<file path="config.mk">
export PLATFORM = sky130hd
export DESIGN_NAME = tsirq_top
export DESIGN_NICKNAME = d
export VERILOG_FILES = /design/src/hw/tsirq_pkg.sv /design/src/hw/tsirq_top.sv
export VERILOG_INCLUDE_DIRS = /design/src /design/src/hw
export SDC_FILE = /design/constraint.sdc
export NUM_CORES = 1
export LEC_CHECK = 0
export ABC_CLOCK_PERIOD_IN_PS = 3100
export BUFFER_PORTS_ARGS = -buffer_cell sky130_fd_sc_hd__buf_2
export CAP_MARGIN = 20
export CORE_MARGIN = 4
export CORE_UTILIZATION = 50
export DETAILED_ROUTE_END_ITERATION = 8
export HOLD_SLACK_MARGIN = 0.15
export PLACE_DENSITY = 0.84
export RECOVER_POWER = 50
export SYNTH_ARGS = -nofsm -noshare
export SYNTH_HDL_FRONTEND = slang
export SYNTH_SLANG_ARGS = --single-unit
</file>
<file path="constraint.sdc">
create_clock -name pclk -period 3.1 [get_ports pclk]
set_input_delay 0.31 -clock pclk [delete_from_list [all_inputs] [get_ports pclk]]
set_output_delay 0.31 -clock pclk [all_outputs]
set_load 0.02 [all_outputs]
</file>
<file path="src/hw/tsirq_map.svh">
/*
  register offsets, field positions, reset values and counts of the
  timestamp interrupt block; definitions only, included by bare name.
  assumes an apb slave with 32-bit words, byte address = index * 4.
*/
`ifndef TSIRQ_MAP_SVH
`define TSIRQ_MAP_SVH

// register indices (printed offsets), byte address is index * 4
`define TSIRQ_STATUS_IDX 12'h68C
`define TSIRQ_ENABLE_IDX 12'h68E
`define TSIRQ_TOP_IDX 12'h690
`define TSIRQ_MISS_IDX 12'h692
`define TSIRQ_MISS_MASK_IDX 12'h694

// flag positions in status and enable
`define TSIRQ_P2_DLY_BIT 15
`define TSIRQ_P2_SYNC_BIT 14
`define TSIRQ_P1_DLY_BIT 13
`define TSIRQ_P1_SYNC_BIT 12
`define TSIRQ_UNIT_LSB 0

// positions in the top summary word
`define TSIRQ_TOP_STATUS_BIT 12
`define TSIRQ_TOP_ENABLE_BIT 28

// reset values
`define TSIRQ_STATUS_RST 16'h0000
`define TSIRQ_ENABLE_RST 16'h0000
`define TSIRQ_MISS_RST 16'h0000

// counts
`define TSIRQ_NUM_UNITS 12
`define TSIRQ_FLAGS 16

`endif

</file>
<file path="src/hw/tsirq_pkg.sv">
/*
  types of the timestamp interrupt block.
  assumes the map header supplies the numbers.
*/
package tsirq_pkg;

  // one bit per timestamp event, laid out as the status word
  typedef struct packed {
    logic p2_dly;
    logic p2_sync;
    logic p1_dly;
    logic p1_sync;
    logic [11:0] unit;
  } tsirq_evt_t;

  // bus answer phase
  typedef enum logic [1:0] {
    TSIRQ_IDLE = 2'b00,
    TSIRQ_ACCESS = 2'b01
  } tsirq_state_t;

endpackage

</file>
<file path="src/hw/tsirq_top.sv">
/*
  timestamp interrupt status and enable registers with apb slave,
  lost-event log and one level interrupt output.
  assumes event pulses come from logic on pclk, one cycle each, and
  an apb master that holds its request until pready.
*/
// Chosen here: the APB register port.
`timescale 1ns/10ps
`include "tsirq_map.svh"

module tsirq_top
  import tsirq_pkg::*;
#(
  parameter int ADDR_W = 16,
  parameter int NUM_UNITS = `TSIRQ_NUM_UNITS
) (
  input wire logic pclk,
  input wire logic presetn,
  input wire logic psel,
  input wire logic penable,
  input wire logic pwrite,
  input wire logic [ADDR_W-1:0] paddr,
  input wire logic [31:0] pwdata,
  input wire logic [3:0] pstrb,
  output logic [31:0] prdata,
  output logic pready,
  output logic pslverr,
  input wire tsirq_evt_t evt_i,
  output logic top_irq_status,
  output logic top_irq_enable,
  output logic irq
);

  // refuse shapes the fixed bit layout cannot serve
  initial begin
    if (ADDR_W < 14) begin
      $error("tsirq_top: ADDR_W must be at least 14");
    end
    if (NUM_UNITS != `TSIRQ_NUM_UNITS) begin
      $error("tsirq_top: NUM_UNITS must be 12");
    end
  end

  // address match against a register index
  function automatic logic reg_hit(input logic [ADDR_W-1:0] a, input logic [11:0] idx);
    reg_hit = (a == ADDR_W'({idx, 2'b00}));
  endfunction

  // write mask of the low halfword from the byte strobes
  function automatic logic [15:0] lane_mask(input logic [3:0] s);
    lane_mask = {{8{s[1]}}, {8{s[0]}}};
  endfunction

  tsirq_state_t state_r;
  tsirq_state_t state_nxt;
  logic [15:0] status_r;
  logic [15:0] status_nxt;
  logic [15:0] enable_r;
  logic [15:0] enable_nxt;
  logic [15:0] miss_r;
  logic [15:0] miss_nxt;
  logic [15:0] miss_mask_r;
  logic [15:0] miss_mask_nxt;
  logic [31:0] prdata_r;
  logic [31:0] prdata_nxt;
  logic pready_r;
  logic pslverr_r;
  logic irq_r;
  logic top_status_r;
  logic top_enable_r;
  logic rd_miss_r;
  logic [15:0] evt_v;
  logic setup;
  logic acc;
  logic hit_status;
  logic hit_enable;
  logic hit_top;
  logic hit_miss;
  logic hit_mask;
  logic mapped;
  logic [15:0] wmask;
  logic [15:0] w1c;
  logic [15:0] rclr;

  assign prdata = prdata_r;
  assign pready = pready_r;
  assign pslverr = pslverr_r;
  assign irq = irq_r;
  assign top_irq_status = top_status_r;
  assign top_irq_enable = top_enable_r;

  // flatten events to the status layout
  // units onto low bits
  assign evt_v = evt_i;

  // bus phase decode
  assign setup = (state_r == TSIRQ_IDLE) && psel && !penable;
  assign acc = (state_r == TSIRQ_ACCESS) && psel && penable && pready_r;
  assign hit_status = reg_hit(paddr, `TSIRQ_STATUS_IDX);
  assign hit_enable = reg_hit(paddr, `TSIRQ_ENABLE_IDX);
  assign hit_top = reg_hit(paddr, `TSIRQ_TOP_IDX);
  assign hit_miss = reg_hit(paddr, `TSIRQ_MISS_IDX);
  assign hit_mask = reg_hit(paddr, `TSIRQ_MISS_MASK_IDX);
  assign mapped = hit_status || hit_enable || hit_top || hit_miss || hit_mask;
  assign wmask = lane_mask(pstrb) & pwdata[15:0];

  // answer state: ready during the first access cycle
  always_comb begin
    state_nxt = state_r;
    case (state_r)
      TSIRQ_IDLE: begin
        if (setup) begin
          state_nxt = TSIRQ_ACCESS;
        end
      end
      TSIRQ_ACCESS: begin
        if (acc || !psel) begin
          state_nxt = TSIRQ_IDLE;
        end
      end
      default: begin
        state_nxt = TSIRQ_IDLE;
      end
    endcase
  end

  always_ff @(posedge pclk or negedge presetn) begin
    if (!presetn) begin
      state_r <= TSIRQ_IDLE;
    end else begin
      state_r <= state_nxt;
    end
  end

  // ready and error flops, loaded at the edge that ends the setup cycle
  always_ff @(posedge pclk or negedge presetn) begin
    if (!presetn) begin
      pready_r <= 1'b0;
      pslverr_r <= 1'b0;
    end else begin
      pready_r <= setup;
      pslverr_r <= setup && !mapped;
    end
  end

  // read data captured at setup
  always_comb begin
    prdata_nxt = 32'h0000_0000;
    if (setup && !pwrite) begin
      if (hit_status) begin
        prdata_nxt[15:0] = status_r;
      end else if (hit_enable) begin
        prdata_nxt[15:0] = enable_r;
      end else if (hit_top) begin
        prdata_nxt[`TSIRQ_TOP_STATUS_BIT] = top_status_r;
        prdata_nxt[`TSIRQ_TOP_ENABLE_BIT] = top_enable_r;
      end else if (hit_miss) begin
        prdata_nxt[15:0] = miss_r;
      end else if (hit_mask) begin
        prdata_nxt[15:0] = miss_mask_r;
      end else begin
        prdata_nxt = 32'h0000_0000;
      end
    end
  end

  always_ff @(posedge pclk or negedge presetn) begin
    if (!presetn) begin
      prdata_r <= 32'h0000_0000;
      rd_miss_r <= 1'b0;
    end else begin
      prdata_r <= prdata_nxt;
      rd_miss_r <= setup && !pwrite && hit_miss;
    end
  end

  // clear masks, effective only at the access edge
  // write one clears
  assign w1c = (acc && pwrite && hit_status) ? wmask : 16'h0000;
  // read clears only what was returned
  assign rclr = (acc && rd_miss_r) ? prdata_r[15:0] : 16'h0000;

  // sticky status flags
  always_comb begin
    status_nxt = (status_r & ~w1c) | evt_v;
  end

  always_ff @(posedge pclk or negedge presetn) begin
    if (!presetn) begin
      status_r <= `TSIRQ_STATUS_RST;
    end else begin
      status_r <= status_nxt;
    end
  end

  // enable register, byte-lane write
  always_comb begin
    enable_nxt = enable_r;
    if (acc && pwrite && hit_enable) begin
      enable_nxt = (enable_r & ~lane_mask(pstrb)) | wmask;
    end
  end

  always_ff @(posedge pclk or negedge presetn) begin
    if (!presetn) begin
      enable_r <= `TSIRQ_ENABLE_RST;
    end else begin
      enable_r <= enable_nxt;
    end
  end

  // lost-event log: event on a flag already set; read clears
  always_comb begin
    miss_nxt = (miss_r & ~rclr) | (evt_v & status_r);
    miss_mask_nxt = miss_mask_r;
    if (acc && pwrite && hit_mask) begin
      miss_mask_nxt = (miss_mask_r & ~lane_mask(pstrb)) | wmask;
    end
  end

  always_ff @(posedge pclk or negedge presetn) begin
    if (!presetn) begin
      miss_r <= `TSIRQ_MISS_RST;
      miss_mask_r <= `TSIRQ_MISS_RST;
    end else begin
      miss_r <= miss_nxt;
      miss_mask_r <= miss_mask_nxt;
    end
  end

  // summary bits and interrupt level
  always_ff @(posedge pclk or negedge presetn) begin
    if (!presetn) begin
      top_status_r <= 1'b0;
      top_enable_r <= 1'b0;
      irq_r <= 1'b0;
    end else begin
      top_status_r <= |status_nxt;
      top_enable_r <= |enable_nxt;
      irq_r <= (|(status_nxt & enable_nxt)) || (|(miss_nxt & miss_mask_nxt));
    end
  end

  // checks
  property p_p2_dly;
    @(posedge pclk) disable iff (!presetn)
    evt_i.p2_dly |=> status_r[`TSIRQ_P2_DLY_BIT];
  endproperty
  a_p2_dly: assert property (p_p2_dly) else $error("port 2 delay flag not set");

  property p_p2_sync;
    @(posedge pclk) disable iff (!presetn)
    evt_i.p2_sync |=> status_r[`TSIRQ_P2_SYNC_BIT] && top_irq_status;
  endproperty
  a_p2_sync: assert property (p_p2_sync) else $error("port 2 sync flag not set");

  property p_p1_dly;
    @(posedge pclk) disable iff (!presetn)
    evt_i.p1_dly |=> status_r[`TSIRQ_P1_DLY_BIT];
  endproperty
  a_p1_dly: assert property (p_p1_dly) else $error("port 1 delay flag not set");

  property p_p1_sync;
    @(posedge pclk) disable iff (!presetn)
    evt_i.p1_sync |=> status_r[`TSIRQ_P1_SYNC_BIT];
  endproperty
  a_p1_sync: assert property (p_p1_sync) else $error("port 1 sync flag not set");

  property p_unit12;
    @(posedge pclk) disable iff (!presetn)
    evt_i.unit[11] |=> status_r[11];
  endproperty
  a_unit12: assert property (p_unit12) else $error("unit 12 flag not set");

  property p_unit1;
    @(posedge pclk) disable iff (!presetn)
    (evt_v == 16'h0001) && !status_r[0] |=> status_r[0] && (status_r[15:1] == $past(status_r[15:1]));
  endproperty
  a_unit1: assert property (p_unit1) else $error("unit 1 not on bit 0");

  property p_sticky;
    @(posedge pclk) disable iff (!presetn)
    !(acc && pwrite && hit_status) |=> ((status_r & $past(status_r)) == $past(status_r));
  endproperty
  a_sticky: assert property (p_sticky) else $error("flag dropped without a write");

  property p_top_status;
    @(posedge pclk) disable iff (!presetn)
    top_irq_status == (|status_r);
  endproperty
  a_top_status: assert property (p_top_status) else $error("top status not OR of flags");

  property p_enable_rst;
    @(posedge pclk) disable iff (!presetn)
    $rose(presetn) |-> (enable_r == 16'h0000) && !irq;
  endproperty
  a_enable_rst: assert property (p_enable_rst) else $error("enable not zero after reset");

  property p_top_enable;
    @(posedge pclk) disable iff (!presetn)
    top_irq_enable == (|enable_r);
  endproperty
  a_top_enable: assert property (p_top_enable) else $error("top enable not OR of enables");

  property p_gate;
    @(posedge pclk) disable iff (!presetn)
    irq == ((|(status_r & enable_r)) || (|(miss_r & miss_mask_r)));
  endproperty
  a_gate: assert property (p_gate) else $error("interrupt not gated by enables");

  property p_set_wins;
    @(posedge pclk) disable iff (!presetn)
    (evt_i.p1_sync && w1c[`TSIRQ_P1_SYNC_BIT]) |=> status_r[`TSIRQ_P1_SYNC_BIT];
  endproperty
  a_set_wins: assert property (p_set_wins) else $error("clear beat a same-cycle event");

  property p_w1c_clears;
    @(posedge pclk) disable iff (!presetn)
    (acc && pwrite && hit_status && (w1c[3] && !evt_v[3])) |=> !status_r[3];
  endproperty
  a_w1c_clears: assert property (p_w1c_clears) else $error("write one did not clear");

  property p_zero_keeps;
    @(posedge pclk) disable iff (!presetn)
    (acc && pwrite && hit_status && !w1c[3] && status_r[3]) |=> status_r[3];
  endproperty
  a_zero_keeps: assert property (p_zero_keeps) else $error("write zero cleared a flag");

  property p_enable_write;
    @(posedge pclk) disable iff (!presetn)
    (acc && pwrite && hit_enable && (pstrb[1:0] == 2'b11)) |=> (enable_r == $past(pwdata[15:0]));
  endproperty
  a_enable_write: assert property (p_enable_write) else $error("enable write did not land");

  c_w1c: cover property (@(posedge pclk) disable iff (!presetn) acc && pwrite && hit_status && (w1c != 16'h0000));
  c_collide: cover property (@(posedge pclk) disable iff (!presetn) (evt_v & w1c) != 16'h0000);
  c_irq: cover property (@(posedge pclk) disable iff (!presetn) $rose(irq));
  c_b2b: cover property (@(posedge pclk) disable iff (!presetn) acc ##1 acc ##1 1'b1);
  c_miss: cover property (@(posedge pclk) disable iff (!presetn) (miss_r & miss_mask_r) != 16'h0000);

endmodule

</file>
# [Word level (Yosys, flattened, before mapping)]
# Index checks and enable logic that the tools add are counted.
[op_classes] n_eq_ne=8 n_mux=18 reduce_logical=29 bitwise=15
[ops] op="16-bit AND" count=8
[ops] op="16-bit 2-to-1 mux" count=8
[ops] op="16-bit by 13-bit == test with 1-bit output, second input constant" count=5
[ops] op="16-bit OR" count=4
[ops] op="16-bit OR reduction" count=4
[ops] op="16-bit inverter" count=3
[ops] op="32-bit 2-to-1 mux" count=1
[ops] op="13-bit 2-to-1 mux" count=2
[ops] op="1-bit logical AND" count=13
[ops] op="12-bit 2-to-1 mux" count=1
[ops] op="1-bit logical OR" count=6
[ops] op="1-bit zero test" count=4
[ops] op="2-bit 2-to-1 mux" count=2
[ops] op="2-bit one-hot mux with 2 select lines" count=1
[ops] op="3-bit 2-to-1 mux" count=1
[ops] op="2-bit by 1-bit == test with 1-bit output, second input constant" count=1
[ops] op="2-bit zero test" count=1
[ops] op="1-bit 2-to-1 mux" count=2
[ops] op="2-bit by 1-bit inequality test with 1-bit output, second input constant" count=1
[ops] op="2-bit inequality test, second input constant" count=1
[ops] op="2-bit AND reduction" count=1
[totals] wordCells=82 in_bits=73 output_inout_bits=37 register_bits=104

# [Logic depth before layout (Yosys ltp)]
# Gate-level depths: netlist (run 1).
[depth] word_depth=13 depth_mapped=9 mapped_depth_nobuf=8

# [Worst setup path before layout (run 1)]
# OpenSTA, ideal clock, no wires.
[synth_timing] path_kind="input -> register" start="input paddr[13]" end="register irq_r (netlist: irq)" cell_stages=8 path_slack_ps=-485 t_arrival_ps=3447 n_path_buf=1 required_time_ps=2962 setup_ps=138 cell_sequence="or4b_4 > nor4_1 > and2_0 > clkbuf_1 > mux2i_1 > a2bb2o_4 > or4b_1 > or4_1"
[synth_via] elab_chain_cells=9 elab_cells_between_ends=17 cone_classes="eq/ne (3); mux (3); bitwise (5); reduce/logical (6)"
[synth_lines] element="start, declared" line="tsirq_top.sv:22" text="input wire logic [ADDR_W-1:0] paddr,"
[synth_lines] element="16-bit by 13-bit == test with 1-bit output" line="tsirq_top.sv:46" text="reg_hit = (a == ADDR_W'({idx, 2'b00}));"
[synth_lines] element="1-bit logical AND" line="tsirq_top.sv:179" text="assign w1c = (acc && pwrite && hit_status) ? wmask : 16'h0000;"
[synth_lines] element="16-bit 2-to-1 mux" line="tsirq_top.sv:179"
[synth_lines] element="16-bit inverter" line="tsirq_top.sv:185" text="status_nxt = (status_r & ~w1c) | evt_v;"
[synth_lines] element="16-bit AND" line="tsirq_top.sv:185"
[synth_lines] element="16-bit OR" line="tsirq_top.sv:185"
[synth_lines] element="16-bit AND" line="tsirq_top.sv:240" text="irq_r <= (|(status_nxt & enable_nxt)) || (|(miss_nxt & miss_mask_nxt));"
[synth_lines] element="16-bit OR reduction" line="tsirq_top.sv:240"
[synth_lines] element="1-bit logical OR *" line="tsirq_top.sv:240"
[synth_lines] element="end signal, assigned" line="tsirq_top.sv:240"
[synth_lines] element="end, declared" line="tsirq_top.sv:68" text="logic irq_r;"
# Every way passes the cells marked *; elsewhere a longest branch is shown, timed or not.
# A chain may end at the register's enable or synchronous reset.

# [Worst setup path after layout (run 1)]
# Same ends and word-level chain as after synthesis.

==> flow_metrics.env, run 1 <==
export IMPL_status="complete, but fails checks"
export IMPL_violations="max-capacitance violations, max-slew violations"
export IMPL_mostFrequentLayoutCells="88 x dfrtp_1, 66 x buf_2, 45 x buf_4"
export IMPL_routed_via_density=6.11
export IMPL_grt_pass1_vias=3798
export IMPL_wl_per_cell_um=20.4
export IMPL_drcViolationCount=0
export IMPL_synth_top_family_by_area="compound AO/OA/AOI/OAI gates"
export IMPL_finalCritPeriodShare_pct=97.3
export IMPL_place_ws_ps=-324
export IMPL_setup_ws_ps=85.0
export IMPL_worstMarginPinSlew_ps=2290
export IMPL_ys_seq_area_share_pct=53.6
export IMPL_fin_skew_ps=9.71
export IMPL_cts_tree="done"
export IMPL_cap_violations=1
export IMPL_r2r_start="state_r[0]"
export IMPL_startpoint_type="input pin"
export IMPL_grt_pass1_wl_um=19300
export IMPL_gp_congestion=0.918
export IMPL_grt_ovfl_total=0
export IMPL_rows=32
export IMPL_yosysTopAreaCell="dfrtp_1"
export IMPL_cts_root_buffer="clkbuf_8"
export IMPL_initial_core_util_pct=52.3
export IMPL_hold_class="input pin to flip-flop"
export IMPL_antenna_found_initial=0
export IMPL_hold_viol=0
export IMPL_cts_htree_levels=3
export IMPL_core_sq_um=7850
export IMPL_crit_type="input pin to flip-flop"
export IMPL_async_flop_share_pct=100
export IMPL_period_needed_ps=3010
export IMPL_grt_start_max_net_pins=89
export IMPL_place_hpwl_um=9140
export IMPL_vias=3616
export IMPL_tns_ps=0
export IMPL_max_slew_margin_pct=-52.6
export IMPL_ys_flop_type="dfrtp_1"
export IMPL_cts_made_buffers=9
export IMPL_synth_seq_cells=88
export IMPL_synthAdderAreaFrac_pct=0
export IMPL_cp_max_fo=17
export IMPL_synth_edff_count=0
export IMPL_synthMuxAreaShare_pct=6.94
export IMPL_netlist_area_sq_um=4110
export IMPL_portBuffers=76
export IMPL_grt_usage_pct=25.2
export IMPL_drive_gt1_share_pct=34.1
export IMPL_fmax_mhz=332
export IMPL_vdd_drop_max_v=0.000322
export IMPL_ff2ff_path_depth=8
export IMPL_rsz0062_at_grt="false"
export IMPL_layout_commonest_cell="dfrtp_1"
export IMPL_io_pins=110
export IMPL_cts_buffer_depth=2
export IMPL_worstPathArrival_ps=3260
export IMPL_synth_top_area_share_pct=53.6
export IMPL_setup_viol_count_final=0
export IMPL_slew_violations=43
export IMPL_drt_wl_total_um=12100
export IMPL_clk_pin_slew_ps=90
export IMPL_worst_hold_slack_ps=203
export IMPL_num_antenna_cells=0
export IMPL_leakage_nw=2.38
export IMPL_die_w_um=98.6
export IMPL_power_per_cell_area_nw_per_um2=405
export IMPL_nets=559
export IMPL_end_kind="flip-flop"
export IMPL_ant_nets=0
export IMPL_worstPathRequired_ps=3350
export IMPL_min_path_cells=2
export IMPL_dieArea_sq_um=9730
export IMPL_drt_pass1_iter_count=8
export IMPL_hold_path_startpoint="evt_i[7]"
export IMPL_yosys_warnings=0
export IMPL_synth_cells=366
export IMPL_synth_compound_area_share_pct=19.0
export IMPL_die_h_um=98.6
export IMPL_drt_iter0_drc=402
export IMPL_clock_latency_ps=370
export IMPL_synth_xor_area_share_pct=0
export IMPL_cts_sinks=88
export IMPL_synth_simple_area_share_pct=14.5
export IMPL_power_w=0.00206
export IMPL_postSynthAreaPerCell_sq_um=11.2
export IMPL_synth_area_top_cells="dfrtp_1 54%, a22oi_1 6.9%, mux2_2 5.5%"
export IMPL_syn2layout_area_growth_pct=24.0
export IMPL_critical_path_startpoint="paddr[13]"
export IMPL_netlist_cell_type_count=52
[power breakdown]
group	total [W]	switching (W)	internal (W)
Combinational	0.000118	0.0000776	0.0000404
Sequential	0.00115	0.00000127	0.00115
Clock	0.000792	0.000419	0.000374
Total	0.00206	0.000498	0.00156
[layer usage]
metal | up-vias | share of wire [%] | GRT usage (%)
met2 | 209 | 50 | 41.5
met3 | 34 | 8.4 | 5.66
met1 | 1779 | 39 | 31.8
met4 | 0 | 2.8 | 11.7
li1 | 1594 | - | -
met5 | - | 0 | 0
[metrics by stage]
stage,area [sq um],instances,util (%)
floorplan,4190,380,-
global placement,4860,574,62.0
detailed placement,4860,574,62.0
CTS,5070,590,64.6
global route,5090,592,64.9
finish,5090,592,64.9
[what timing repair did]
action	in CTS	in global routing
hold buffers	1	1
hold endpoints to repair	1	42
setup endpoints to repair	0	1
resized for setup	0	6
buffers inserted	0	0
[Yosys cell counts (all sizes together) (7+ instances only)]
master,number
dfrtp,88
a22oi,38
nand2,30
mux2,22
buf,21
a21oi,18
nand3,17
a22o,16
inv,15
nor4,10
clkbuf,9
a21o,7
[state kept, by name (all words and copies together) (netlist names)]
signal and count:
rd_miss_r 1, pready 1, enable_r 16, miss_mask_r 16, top_irq_enable 1, top_irq_status 1
irq 1, prdata 17, status_r 16, state_r 1, pslverr 1, miss_r 16
[final cells by class]
type / instances / area (sq um)
clock inverters: 6 / 68.8
clock buffers: 9 / 124
inverters: 15 / 56.3
well taps: 102 / 128
multi-input cells: 247 / 1760
repair buffers: 125 / 757
fillers: 654 / 2760
flip-flops and latches: 88 / 2200
[cells by family after synthesis]
kind of cell | Yosys count
AND/OR/NAND/NOR | 101
other | 1
multiplexers | 25
AO/OA/AOI/OAI | 106
buffers and inverters | 45
flip-flops | 88
[worst max-delay path, cell delays in order]
cell	delay [ps]
buf_2	100
or4b_4	560
buf_4	180
nor4_4	330
buf_6	230
a31oi_1	130
o2bb2a_1	310
a2111oi_1	430
nand4_1	150
or4_1	510
[worst paths after layout]
check	to	slack [ps]
max	irq	90
max in group asynchronous	status_r[4]	630
max reg2reg	irq	170
min	status_r[7]	200
min reg2reg	miss_mask_r[2]	530
min in group asynchronous	prdata[3]	1160
Note: power is estimated with default switching activity, not from simulation.
==> inputs of run 2 (changes only) <==
--- a/config.mk
+++ b/config.mk
@@ -10,10 +10,10 @@
 export BUFFER_PORTS_ARGS = -buffer_cell sky130_fd_sc_hd__buf_2
 export CAP_MARGIN = 20
 export CORE_MARGIN = 4
-export CORE_UTILIZATION = 50
+export CORE_UTILIZATION = 53
 export DETAILED_ROUTE_END_ITERATION = 8
 export HOLD_SLACK_MARGIN = 0.15
-export PLACE_DENSITY = 0.84
+export PLACE_DENSITY = 0.89
 export RECOVER_POWER = 50
 export SYNTH_ARGS = -nofsm -noshare
 export SYNTH_HDL_FRONTEND = slang
==> flow_metrics.env, run 2 (same netlist as run 1, synthesis figures left out) <==
export IMPL_status="complete, but fails checks"
export IMPL_violations="max-capacitance violations, max-slew violations"
export IMPL_cts_tree="done"
export IMPL_initial_core_util_pct=55.4
export IMPL_clk_pin_slew_ps=90
export IMPL_finalCritPeriodShare_pct=96.1
export IMPL_critPathBufInv=1
export IMPL_hold_viol=0
export IMPL_utilization_pct=68.3
export IMPL_power_share_clock_pct=38.7
export IMPL_leakage_nw=2.36
export IMPL_dieArea_sq_um=9220
export IMPL_grt_usage_pct=27.0
export IMPL_io_pins=110
export IMPL_vdd_drop_max_v=0.000287
export IMPL_grt_pass1_vias=3740
export IMPL_fmax_mhz=336
export IMPL_crit_type="input pin to flip-flop"
export IMPL_drt_wl_total_um=11700
export IMPL_worst_hold_slack_ps=160
export IMPL_startpoint_type="input pin"
export IMPL_cp_top_family="simple AND/OR/NAND/NOR gates"
export IMPL_cts_sinks=88
export IMPL_drt_pass1_iter_count=6
export IMPL_grt_start_max_net_pins=89
export IMPL_drcViolationCount=0
export IMPL_period_needed_ps=2980
export IMPL_end_kind="flip-flop"
export IMPL_seqPwrFrac_pct=55.8
export IMPL_grt_pass1_wl_um=18500
export IMPL_power_w=0.00206
export IMPL_rows=31
export IMPL_ant_nets=0
export IMPL_layout_commonest_cell="dfrtp_1"
export IMPL_worstPathRequired_ps=3340
export IMPL_gp_congestion=0.946
export IMPL_p_comb_share_pct=5.5
export IMPL_cts_root_buffer="clkbuf_8"
export IMPL_clock_latency_ps=370
export IMPL_multi_input_area_sq_um=1760
export IMPL_setup_viol_count_final=0
export IMPL_cts_made_buffers=9
export IMPL_num_antenna_cells=0
export IMPL_path_cells="buf_2, or4bb_4, nor4_4, and2_1, mux2_2, a22oi_1, or4b_1, or4_1"
export IMPL_nets=554
export IMPL_core_sq_um=7410
export IMPL_cts_htree_levels=3
export IMPL_seqCellArea_sq_um=2200
export IMPL_hold_class="input pin to flip-flop"
export IMPL_drive_gt1_share_pct=33.6
export IMPL_portBuffers=76
export IMPL_worstMarginPinSlew_ps=1760
export IMPL_die_w_um=96.0
export IMPL_vias=3625
export IMPL_swShare_pct=24.4
export IMPL_slew_violations=35
export IMPL_mostFrequentLayoutCells="88 x dfrtp_1, 66 x buf_2, 40 x buf_4"
export IMPL_nFillCells=548
export IMPL_drt_iter0_drc=337
export IMPL_die_h_um=96.0
export IMPL_worstPathArrival_ps=3220
export IMPL_place_hpwl_um=8770
export IMPL_crit_slowest_cell="or4bb_4"
export IMPL_rsz0062_at_grt="false"
export IMPL_syn2layout_area_growth_pct=23.1
export IMPL_wl_per_cell_um=20.1
export IMPL_max_slew_margin_pct=-17.4
export IMPL_antenna_found_initial=0
export IMPL_grt_ovfl_total=0
export IMPL_routed_via_density=6.21
export IMPL_p_sw_w=0.000504
export IMPL_cp_max_fo=5
export IMPL_p_int_w=0.00156
export IMPL_cp_slowest_stage_delay_ps=600
export IMPL_cts_buffer_depth=2
export IMPL_fin_skew_ps=13.9
export IMPL_largest_reg_flops=17
export IMPL_power_per_cell_area_nw_per_um2=407
export IMPL_cap_violations=1
[run 2: path summary, 6_finish.rpt]
path | to | cells past startpoint | slack, ps | start
max | irq | 8 | 120 | paddr[6]
min | state_r[0] | 2 | 160 | penable
max reg2reg | irq | 8 | 240 | state_r[0]
min reg2reg | miss_mask_r[2] | 1 | 540 | miss_mask_r[2]
max in group asynchronous | top_irq_enable | 3 | 490 | presetn
min in group asynchronous | miss_mask_r[3] | 2 | 940 | presetn
[run 2: area by class of cell]
type	count	share of cell area, %
timing repair buffer	120	14.3
clock buffer	9	2.45
multi-input combinational	247	34.8
sequential	88	43.5
tap	99	2.45
clock inverter	6	1.34
inverter	15	1.11
[run 2: per-stage QoR]
stage | setup TNS, ps | setup slack, ps | area (sq um) | std cells
after floorplan | -18.1 | -18.1 | 4190 | 380
after global placement | -182 | -182 | 4850 | 566
after detailed placement | -288 | -280 | 4850 | 566
after CTS | 0 | 65.5 | 5040 | 581
after global routing | 0 | 16.6 | 5060 | 584
final | 0 | 120 | 5060 | 584
[run 2: per-layer routing]
| layer | wire (um) | GRT usage, % | part of all wire, % |
|---|---|---|---|
| met4 | 282 | 11.5 | 2.4 |
| met5 | 0 | 0 | 0 |
| met2 | 5910 | 44.6 | 50 |
| met3 | 1030 | 5.86 | 8.8 |
| met1 | 4510 | 34.3 | 38 |
[run 2: worst reg2reg max path: stages (launching register included)]
cell and delay, ps:
dfrtp_1 380, and4_1 280, and3_1 290, buf_4 220, nand3_1 90, a21oi_1 300
a2bb2o_4 240, or4b_1 460, or4_1 480
[run 2: power by group through the flow]
stage | sequential, W | combinational, W | clock (W)
final | 0.00115 | 0.000112 | 0.000798
after global placement | 0.00117 | 0.000106 | 0
after detailed placement | 0.00117 | 0.000110 | 0
after CTS | 0.00115 | 0.000111 | 0.000798
after global routing | 0.00115 | 0.000123 | 0.000855
after floorplan | 0.00117 | 0.0000456 | 0
[run 2: what timing repair did]
| action | CTS | global route |
|---|---|---|
| gates resized for setup | 0 | 2 |
| hold buffers | 0 | 1 |
| buffers inserted | 0 | 1 |
| endpoints found under the setup margin | 0 | 1 |
| hold endpoints to repair | 0 | 33 |
